[config.mk]
export PLATFORM = sky130hd
export DESIGN_NAME = data_memory_address_gen
export DESIGN_NICKNAME = d
export VERILOG_FILES = /design/src/logic/data_memory_address_gen.v /design/src/logic/user_ram.v /design/src/logic/stack_unit.v
export VERILOG_INCLUDE_DIRS = /design/src /design/src/logic
export SDC_FILE = /design/constraint.sdc
export NUM_CORES = 2
export LEC_CHECK = 0
export BUFFER_PORTS_ARGS = -buffer_cell sky130_fd_sc_hd__buf_4
export CAP_MARGIN = 20
export CORE_UTILIZATION = 35
export CTS_CLUSTER_SIZE = 40
export DETAILED_ROUTE_END_ITERATION = 16
export SLEW_MARGIN = 20
export SYNTH_ARGS = -nofsm -noshare
export SYNTH_HDL_FRONTEND = slang
export SYNTH_SLANG_ARGS = --single-unit
[constraint.sdc]
create_clock -name clk_i -period 4.2 [get_ports clk_i]
set_input_delay 0.84 -clock clk_i [delete_from_list [all_inputs] [get_ports clk_i]]
set_output_delay 0.84 -clock clk_i [all_outputs]
set_load 0.005 [all_outputs]
[src/logic/addr_gen_consts.vh]
`ifndef ADDR_GEN_CONSTS_VH
`define ADDR_GEN_CONSTS_VH

// operand addressing modes
`define MODE_W 4
`define MODE_REG 4'h0
`define MODE_IMM 4'h1
`define MODE_DP 4'h2
`define MODE_ABS 4'h3
`define MODE_DPX_INC 4'h4
`define MODE_DPX 4'h5
`define MODE_DP_X 4'h6
`define MODE_DP_Y 4'h7
`define MODE_ABS_Y 4'h8
`define MODE_IND_X 4'h9
`define MODE_IND_Y 4'hA
`define MODE_IND_DP 4'hB
`define MODE_IND_ABS 4'hC

// sequencer commands
`define CMD_W 4
`define CMD_READ 4'h0
`define CMD_WRITE 4'h1
`define CMD_JUMP 4'h2
`define CMD_CALL 4'h3
`define CMD_INTR 4'h4
`define CMD_RET 4'h5
`define CMD_INTERRUPT_RETURN_INSTR 4'h6
`define CMD_SET_PAGE_FLAG_INSTR 4'h7
`define CMD_CLEAR_PAGE_FLAG_INSTR 4'h8
`define CMD_LDSP 4'h9

// register-mode selectors
`define REG_A 3'h0
`define REG_X 3'h1
`define REG_Y 3'h2
`define REG_C 3'h3
`define REG_PSW 3'h4

// data memory map
`define RAM_BYTES 192
`define RAM_END 16'h00C0
`define CTRL_FIRST 16'h00C0
`define CTRL_LAST 16'h00FF
`define PAGE_SEL_ADDR 16'h00F3
`define PAGE_SEL_RESET 8'h00
`define ZERO_PAGE 8'h00

// status word and stack
`define PSW_G_BIT 5
`define PSW_G_MASK 8'h20
`define PSW_RESET 8'h00
`define SP_RESET 8'h00
`define STK_PCH 2'h0
`define STK_PCL 2'h1
`define STK_PSW 2'h2
`define STK_LAST_CALL 2'h1
`define STK_LAST_INTR 2'h2

`endif

[src/logic/data_memory_address_gen.v]
`timescale 1ns/1ps
`default_nettype none
`include "addr_gen_consts.vh"

module data_memory_address_gen #(
    parameter RAM_DEPTH = `RAM_BYTES
) (
    input wire clk_i,
    input wire rstn_i,
    input wire cmd_valid_i,
    input wire [`CMD_W-1:0] cmd_i,
    input wire [`MODE_W-1:0] mode_i,
    input wire [7:0] op1_i,
    input wire [7:0] op2_i,
    input wire [7:0] a_i,
    input wire [7:0] x_i,
    input wire [7:0] y_i,
    input wire carry_i,
    input wire [7:0] psw_i,
    input wire [15:0] pc_i,
    input wire [7:0] wdata_i,
    input wire [7:0] ext_rdata_i,
    output wire cmd_ready_o,
    output wire done_o,
    output wire [7:0] rdata_o,
    output wire [15:0] target_o,
    output wire [7:0] psw_o,
    output wire psw_load_o,
    output wire x_inc_o,
    output wire [7:0] x_next_o,
    output wire page_flag_o,
    output wire [7:0] page_select_o,
    output wire [7:0] sp_o,
    output wire [15:0] ext_addr_o,
    output wire [7:0] ext_wdata_o,
    output wire ext_we_o,
    output wire ext_re_o,
    output wire periph_sel_o
);
    localparam S_IDLE = 5'b00001, S_PTRL = 5'b00010, S_PTRH = 5'b00100, S_DATA = 5'b01000, S_STK = 5'b10000;
    reg [4:0] state;
    reg [15:0] mem_addr, target_q;
    reg [`MODE_W-1:0] mode_q;
    reg [`CMD_W-1:0] cmd_q;
    reg [7:0] mem_wdata, y_q, ptr_lo, rdata_q, psw_q, x_next_q, page_sel;
    reg [1:0] stk_k, stk_last;
    reg mem_we, is_push, done_q, psw_load_q, x_inc_q, page_flag;
    // direct-page address: the page byte comes from page select only when the flag is set
    function [15:0] dp_addr;
        input flag;
        input [7:0] page;
        input [7:0] offset;
        begin
            dp_addr = flag ? {page, offset} : {`ZERO_PAGE, offset};
        end
    endfunction
    // the next pointer byte stays in the same page for direct-page pointers
    function [15:0] ptr_next;
        input [15:0] addr;
        input wrap_in_page;
        begin
            ptr_next = wrap_in_page ? {addr[15:8], addr[7:0] + 8'h01} : addr + 16'h0001;
        end
    endfunction
    wire [7:0] sp, pop_addr, ram_q;
    wire idle = (state == S_IDLE);
    wire accept = idle && cmd_valid_i;
    wire access = !idle;
    wire [7:0] off_x = op1_i + x_i;
    wire [7:0] off_y = op1_i + y_i;
    wire [15:0] abs_addr = {op2_i, op1_i};
    wire ram_hit = (mem_addr < `RAM_END);
    wire page_hit = (mem_addr == `PAGE_SEL_ADDR);
    wire ctrl_hit = (mem_addr >= `CTRL_FIRST) && (mem_addr <= `CTRL_LAST);
    wire ext_hit = !ram_hit && !page_hit;
    wire ram_we = access && mem_we && ram_hit;
    // unmapped control addresses simply return whatever the external side drives
    wire [7:0] mem_rdata = ram_hit ? ram_q : (page_hit ? page_sel : ext_rdata_i);
    wire accept_push = accept && ((cmd_i == `CMD_CALL) || (cmd_i == `CMD_INTR));
    wire accept_pop = accept && ((cmd_i == `CMD_RET) || (cmd_i == `CMD_INTERRUPT_RETURN_INSTR));
    wire stk_more = (state == S_STK) && (stk_k != stk_last);
    wire push_now = accept_push || (stk_more && is_push);
    wire pop_now = accept_pop || (stk_more && !is_push);
    wire [1:0] next_k = idle ? 2'h0 : stk_k + 2'h1;
    wire [1:0] pop_kind = stk_last - stk_k;
    wire [7:0] psw_push = (psw_i & ~`PSW_G_MASK) | (page_flag ? `PSW_G_MASK : 8'h00);
    wire is_ind = (mode_i == `MODE_IND_X) || (mode_i == `MODE_IND_Y) ||
        (mode_i == `MODE_IND_DP) || (mode_i == `MODE_IND_ABS);
    reg [15:0] ea;
    reg [7:0] reg_val, push_byte;
    always @* begin
        case (mode_i)
            `MODE_DP: ea = dp_addr(page_flag, page_sel, op1_i);
            `MODE_ABS: ea = abs_addr;
            `MODE_DPX_INC: ea = dp_addr(page_flag, page_sel, x_i);
            `MODE_DPX: ea = dp_addr(page_flag, page_sel, x_i);
            `MODE_DP_X: ea = dp_addr(page_flag, page_sel, off_x);
            `MODE_DP_Y: ea = dp_addr(page_flag, page_sel, off_y);
            `MODE_ABS_Y: ea = abs_addr + {8'h00, y_i};
            `MODE_IND_X: ea = dp_addr(page_flag, page_sel, off_x);
            `MODE_IND_Y: ea = dp_addr(page_flag, page_sel, op1_i);
            `MODE_IND_DP: ea = dp_addr(page_flag, page_sel, op1_i);
            `MODE_IND_ABS: ea = abs_addr;
            default: ea = 16'h0000;
        endcase
    end
    always @* begin
        case (op1_i[2:0])
            `REG_A: reg_val = a_i;
            `REG_X: reg_val = x_i;
            `REG_Y: reg_val = y_i;
            `REG_C: reg_val = {7'h00, carry_i};
            `REG_PSW: reg_val = psw_push;
            default: reg_val = 8'h00;
        endcase
    end
    always @* begin
        case (next_k)
            `STK_PCH: push_byte = pc_i[15:8];
            `STK_PCL: push_byte = pc_i[7:0];
            default: push_byte = psw_push;
        endcase
    end
    always @(posedge clk_i or negedge rstn_i) begin
        if (!rstn_i) begin
            state <= S_IDLE;
            mem_addr <= 16'h0000;
            mem_we <= 1'b0;
            mem_wdata <= 8'h00;
            mode_q <= `MODE_REG;
            cmd_q <= `CMD_READ;
            y_q <= 8'h00;
            ptr_lo <= 8'h00;
            stk_k <= 2'h0;
            stk_last <= 2'h0;
            is_push <= 1'b0;
            done_q <= 1'b0;
            rdata_q <= 8'h00;
            target_q <= 16'h0000;
            psw_q <= `PSW_RESET;
            psw_load_q <= 1'b0;
            x_inc_q <= 1'b0;
            x_next_q <= 8'h00;
            page_flag <= 1'b0;
            page_sel <= `PAGE_SEL_RESET;
        end else begin
            done_q <= 1'b0;
            psw_load_q <= 1'b0;
            x_inc_q <= 1'b0;
            // a page select write lands at this edge, so only later commands see it
            if (access && mem_we && page_hit) begin
                page_sel <= mem_wdata;
            end
            case (state)
                S_IDLE: begin
                    if (accept) begin
                        cmd_q <= cmd_i;
                        mode_q <= mode_i;
                        y_q <= y_i;
                        mem_we <= 1'b0;
                        case (cmd_i)
                            `CMD_SET_PAGE_FLAG_INSTR, `CMD_CLEAR_PAGE_FLAG_INSTR, `CMD_LDSP: begin
                                done_q <= 1'b1;
                                if (cmd_i != `CMD_LDSP) begin
                                    page_flag <= (cmd_i == `CMD_SET_PAGE_FLAG_INSTR);
                                end
                            end
                            `CMD_CALL, `CMD_INTR: begin
                                // return address goes out before the target is handed back
                                is_push <= 1'b1;
                                stk_k <= 2'h0;
                                stk_last <= (cmd_i == `CMD_INTR) ? `STK_LAST_INTR : `STK_LAST_CALL;
                                mem_addr <= {`ZERO_PAGE, sp};
                                mem_we <= 1'b1;
                                mem_wdata <= push_byte;
                                state <= S_STK;
                            end
                            `CMD_RET, `CMD_INTERRUPT_RETURN_INSTR: begin
                                is_push <= 1'b0;
                                stk_k <= 2'h0;
                                stk_last <= (cmd_i == `CMD_INTERRUPT_RETURN_INSTR) ? `STK_LAST_INTR : `STK_LAST_CALL;
                                mem_addr <= {`ZERO_PAGE, pop_addr};
                                state <= S_STK;
                            end
                            default: begin
                                if (mode_i == `MODE_REG) begin
                                    rdata_q <= reg_val;
                                    done_q <= 1'b1;
                                end else if (mode_i == `MODE_IMM) begin
                                    rdata_q <= op1_i;
                                    done_q <= 1'b1;
                                end else if (is_ind) begin
                                    mem_addr <= ea;
                                    state <= S_PTRL;
                                end else if (cmd_i == `CMD_JUMP) begin
                                    target_q <= ea;
                                    done_q <= 1'b1;
                                end else begin
                                    mem_addr <= ea;
                                    mem_we <= (cmd_i == `CMD_WRITE);
                                    mem_wdata <= wdata_i;
                                    state <= S_DATA;
                                end
                                if (mode_i == `MODE_DPX_INC) begin
                                    x_inc_q <= 1'b1;
                                    x_next_q <= x_i + 8'h01;
                                end
                            end
                        endcase
                    end
                end
                S_PTRL: begin
                    ptr_lo <= mem_rdata;
                    mem_addr <= ptr_next(mem_addr, mode_q != `MODE_IND_ABS);
                    state <= S_PTRH;
                end
                S_PTRH: begin
                    if ((cmd_q == `CMD_JUMP) || (mode_q == `MODE_IND_DP) || (mode_q == `MODE_IND_ABS)) begin
                        target_q <= {mem_rdata, ptr_lo};
                        done_q <= 1'b1;
                        state <= S_IDLE;
                    end else begin
                        if (mode_q == `MODE_IND_Y) begin
                            mem_addr <= {mem_rdata, ptr_lo} + {8'h00, y_q};
                        end else begin
                            mem_addr <= {mem_rdata, ptr_lo};
                        end
                        mem_we <= (cmd_q == `CMD_WRITE);
                        state <= S_DATA;
                    end
                end
                S_DATA: begin
                    if (!mem_we) begin
                        rdata_q <= mem_rdata;
                    end
                    mem_we <= 1'b0;
                    done_q <= 1'b1;
                    state <= S_IDLE;
                end
                S_STK: begin
                    if (!is_push) begin
                        case (pop_kind)
                            `STK_PCH: target_q[15:8] <= mem_rdata;
                            `STK_PCL: target_q[7:0] <= mem_rdata;
                            default: begin
                                psw_q <= mem_rdata;
                                psw_load_q <= 1'b1;
                                page_flag <= mem_rdata[`PSW_G_BIT];
                            end
                        endcase
                    end
                    if (stk_more) begin
                        stk_k <= next_k;
                        mem_addr <= {`ZERO_PAGE, is_push ? sp : pop_addr};
                        mem_wdata <= push_byte;
                    end else begin
                        if (is_push) begin
                            target_q <= pc_i;
                        end
                        mem_we <= 1'b0;
                        done_q <= 1'b1;
                        state <= S_IDLE;
                    end
                end
                default: begin
                    state <= S_IDLE;
                    mem_we <= 1'b0;
                end
            endcase
        end
    end
    user_ram #(
        .DEPTH(RAM_DEPTH),
        .AW(8)
    ) u_ram (
        .clk_i(clk_i),
        .we_i(ram_we),
        .addr_i(mem_addr[7:0]),
        .wdata_i(mem_wdata),
        .rdata_o(ram_q)
    );
    stack_unit #(
        .W(8)
    ) u_stack (
        .clk_i(clk_i),
        .rstn_i(rstn_i),
        .load_i(accept && (cmd_i == `CMD_LDSP)),
        .load_val_i(wdata_i),
        .push_i(push_now),
        .pop_i(pop_now),
        .sp_o(sp),
        .pop_addr_o(pop_addr)
    );
    assign cmd_ready_o = idle;
    assign done_o = done_q;
    assign rdata_o = rdata_q;
    assign target_o = target_q;
    assign psw_o = psw_q;
    assign psw_load_o = psw_load_q;
    assign x_inc_o = x_inc_q;
    assign x_next_o = x_next_q;
    assign page_flag_o = page_flag;
    assign page_select_o = page_sel;
    assign sp_o = sp;
    assign ext_addr_o = mem_addr;
    assign ext_wdata_o = mem_wdata;
    assign ext_we_o = access && mem_we && ext_hit;
    assign ext_re_o = access && !mem_we && ext_hit;
    // peripheral registers live only in the control window
    assign periph_sel_o = access && ext_hit && ctrl_hit;
endmodule // data_memory_address_gen

`default_nettype wire

[src/logic/user_ram.v]
`timescale 1ns/1ps
`default_nettype none
`include "addr_gen_consts.vh"

module user_ram #(
    parameter DEPTH = `RAM_BYTES,
    parameter AW = 8
) (
    input wire clk_i,
    input wire we_i,
    input wire [AW-1:0] addr_i,
    input wire [7:0] wdata_i,
    output wire [7:0] rdata_o
);
    reg [7:0] mem [0:DEPTH-1];
    wire in_range = ({1'b0, addr_i} < DEPTH);

    always @(posedge clk_i) begin
        if (we_i && in_range) begin
            mem[addr_i] <= wdata_i;
        end
    end

    assign rdata_o = in_range ? mem[addr_i] : 8'h00;
endmodule // user_ram

`default_nettype wire

[src/logic/stack_unit.v]
`timescale 1ns/1ps
`default_nettype none
`include "addr_gen_consts.vh"

module stack_unit #(
    parameter W = 8
) (
    input wire clk_i,
    input wire rstn_i,
    input wire load_i,
    input wire [W-1:0] load_val_i,
    input wire push_i,
    input wire pop_i,
    output wire [W-1:0] sp_o,
    output wire [W-1:0] pop_addr_o
);
    reg [W-1:0] sp;

    always @(posedge clk_i or negedge rstn_i) begin
        if (!rstn_i) begin
            sp <= `SP_RESET;
        end else if (load_i) begin
            sp <= load_val_i;
        end else if (push_i) begin
            sp <= sp - {{(W-1){1'b0}}, 1'b1};
        end else if (pop_i) begin
            sp <= pop_addr_o;
        end
    end

    assign sp_o = sp;
    // restore reads one above, so the pointer always marks the next free slot
    assign pop_addr_o = sp + {{(W-1){1'b0}}, 1'b1};
endmodule // stack_unit

`default_nettype wire

==> summary.md <==
| Metric | Value |
|---|---|
| CP Max Fanout | `14` |
| Share of the synthesized area in the top cell type | `66.1%` |
| Most numerous cell in the Yosys netlist | `edfxtp_1` |
| Warnings from Yosys | `0` |
| First-pass GRT wire length | `roughly 280000 um` |
| CTS max path bufs | `3` |
| Vias in the first global route | `roughly 40000` |
| Core Area | `198000 um2` |
| Worst slew pin tran | `between 900 and 1000 ps` |
| Asr flop ratio synth | `slightly above 7%` |
| Clock skew | `between 50 and 60 ps` |
| Hold WC Path Type | `in -> reg` |
| Final period utilization | `between 90% and 100%` |
| CP Class | `reg -> reg` |
| # nets final | `roughly 4600` |
| Status | `completed` |
| LEAKAGE | `around 0.028 uW` |
| Setup TNS | `0 ps` |
| Post-Syn Area | `69800 um2` |
| DR vias | `39900` |
| Critical path cell sequence | `buf_12 -> buf_12 -> buf_4 -> mux4_2 -> mux4_2 -> a31oi_1 -> a31oi_2 -> mux2i_1 -> a21oi_1 -> a221oi_1 -> o21ai_0` |
| Hold path startpoint | `wdata_i[7]` |
| Max H-tree Level | `4` |
| Tot GR Track Use | `between 10% and 20%` |
| IO buf count | `178` |
| Crit end category | `flip-flop` |
| Detail Placement HPWL | `between 100000 and 150000 um` |
| Final WS setup | `11.7 ps` |
| Cell family with most CP delay | `compound AO/OA/AOI/OAI gates` |
| CP startpoint kind | `flip-flop` |
| Share of total power in combinational logic | `33.9%` |
| Reg2Reg Depth | `11` |
| DRC viols | `0` |
| Synth Instances | `~3900` |
| Synthesis-to-layout area growth | `17.8%` |
| Prevailing post-synth register cell | `edfxtp_1` |
| Commonest cells post-synth | `1536 x edfxtp_1, 293 x mux4_2, 281 x nor2_1` |
| Max_cap viols | `0` |
| DIE HEIGHT | `~450 um` |
| Period minus WS final | `around 4200 ps` |
| Hold depth | `3` |
| Layout cell share with drive strength beyond 1 | `27.5%` |
| Synth area leaders | `edfxtp_1 66%, mux4_2 9.5%, dfrtp_1 4.2%` |
| Leading area contributor after synthesis | `edfxtp_1` |
| First-pass detailed-route iteration total | `6` |
| Util after Layout | `around two fifths` |
| Crit-path slowest cell | `a31oi_1` |
| Setup Viol. Count Final | `0` |
| Overflow after GRT | `0` |
| Sequential area share after synthesis | `between 70% and 80%` |
| Clock Sinks | `between 1500 and 2000` |
| Row count | `approximately 160` |
| Post-CTS Setup Bufs | `0` |
| Reg-to-Reg Start | `ext_addr_o[0]` |
| Data arrival time of the critical path | `around 4900 ps` |
| Die area | `201000 um2` |
| Post-route cell area | `slightly above 80000 um2` |
| WHS Endpoint | `u_stack.sp_o[7]` |
| Largest net degree at the start of global routing | `between 150 and 200` |
| Initial DRC count | `4400` |
| # IOs | `180` |
| Post-synth EDFFs | `between 1500 and 2000` |
| Synth unique cells | `roughly 100` |
| Switching portion of total power | `~35%` |
| Final hold viol count | `0` |
| Routability Congestion | `a little over 0.9` |
| Pwr Density | `~700 nW/um2` |
| Slowest stage delay, CP | `a little over 600 ps` |
| Clock share of power | `approximately 27%` |
| Seq cells post-synth | `1655` |
| Antenna-violating nets left | `0` |
| Worst Path Buf+Inv | `3` |
| Root Driver | `clkbuf_16` |
| Die W | `approximately 450 um` |
| R2r setup slk | `about 12 ps` |
| Synth Area per Inst | `about 18 um2` |
| WL/cell | `26.9 um` |
| Placed Area | `76500 um2` |
| RSZ-0062 raised after global routing | `false` |
| Peak VDD IR | `between 0.5 and 0.6 mV` |
| WP data required | `about 5000 ps` |
| Wirelength, routed | `just under 200000 um` |
| Initial core utilization | `approximately a third` |
| Seq pwr share | `around 39%` |
| Place WS | `-158 ps` |
| Final Max Tran Viols | `0` |
| CTS Buf Count | `roughly 170` |
| Achievable Freq | `between 0.2 and 0.25 GHz` |
| Syn_nets | `~4000` |
| P_sw | `roughly 20000 uW` |
| Later-pin clock latency in the skew report | `about 850 ps` |
| Worst R2R End | `target_o[1]` |
| Total Power | `between 50000 and 60000 uW` |
| Slew Limit Headroom | `about 37%` |
| Int Power | `approximately 37000 uW` |
| Clock transition at path regs | `approximately 60 ps` |
| CTS tree | `built` |
| Initial antenna violation count | `2` |
| DR vias/cell | `5.49` |
-- per-stage QoR --
| stage | hold slack, ps | std cells |
|---|---|---|
| CTS | 156 | 7275 |
| global route | 205 | 7276 |
| global placement | 465 | 6962 |
| detailed placement | 472 | 6962 |
| floorplan | 452 | 3938 |
| finish | 231 | 7279 |
-- power by group through the flow --
stage / sequential, uW / combinational [uW] / clock, uW
final: 22000 / 19100 / 15300
after global placement: 22300 / 18800 / 0
after detailed placement: 22400 / 19000 / 0
after global routing: 22100 / 20100 / 16200
after floorplan: 22800 / 10300 / 0
after CTS: 22000 / 19100 / 15600
-- registers in the layout, summed over array words and instances, names as in the netlist, 4 cells and up --
signal	flops
u_ram.mem	1536
ext_addr_o	16
target_o	16
ext_wdata_o	8
page_select_o	8
psw_o	8
ptr_lo	8
rdata_o	8
u_stack.sp_o	8
x_next_o	8
y_q	8
state	5
cmd_q	4
mode_q	4
-- routing by layer --
layer / vias up / GRT usage [%] / part of all wire [%]
met4: 0 / 7.06 / 3.6
met5: - / 0 / 0
li1: 17100 / - / -
met2: 1821 / 29.6 / 46
met1: 20700 / 26.7 / 42
met3: 317 / 3.78 / 8.3
-- cell usage in the layout (no fill, tap or decap), types with 16 or more instances in the layout --
cell and count:
edfxtp_1 1536, buf_4 596, mux4_2 294, nor2_1 280, nand2_1 242, clkbuf_16 167, mux2i_1 141, o21ai_0 140
a22oi_1 139, a21oi_1 117, dfrtp_1 104, mux4_1 66, nand3_1 56, clkinv_1 41, mux2_2 37, nor3_1 36
clkinv_2 35, xnor2_1 33, nor2b_1 31, ha_1 31, buf_12 31, and3_1 25, clkbuf_1 23, a221oi_1 22
xor2_1 21, inv_1 19, bufinv_16 19, o221ai_1 17, o211ai_1 16, a22o_1 16
-- cell type report --
class,count,area (um2)
sequential,1655,49200
fill,17600,116000
antenna,3,7.51
clock inverter,120,1400
multi-input combinational,2016,18900
tap,2640,3300
timing repair buffer,630,5150
inverter,23,86.3
clock buffer,192,4290
-- how the worst max path moves through the flow --
stage | slack, ps | startpoint | cells after the start | endpoint
6_report | 10 | ext_addr_o[0] | 11 | target_o[1]
5_1_grt | 10 | ext_addr_o[0] | 14 | target_o[2]
4_1_cts | 40 | ext_addr_o[3] | 12 | target_o[1]
3_5_place_dp | -160 | ext_addr_o[0] | 14 | target_o[2]
3_3_place_gp | -210 | mode_i[2] | 18 | target_o[6]
2_1_floorplan | 150 | mode_i[1] | 16 | target_o[6]
-- timing repair --
item,4_1_cts,5_1_grt
hold buffers,1,0
endpoints found under the setup margin,11,10
endpoints found under the hold margin,13,0
resized for setup,3,5
-- worst min-delay path, cell delays in order --
cell and delay [ps]:
buf_4 80, nand2_1 30, o21ai_0 60
-- cells by family after synthesis --
kind of cell / share of synthesized area, %
AO/OA/AOI/OAI: 5.84
multiplexers: 14.6
AND/OR/NAND/NOR: 5.19
flip-flops: 70.3
adder cells (fa/ha/maj): 0.642
XOR/XNOR: 0.677
buffers and inverters: 2.72
No activity file was read; power rests on OpenSTA's default activity.
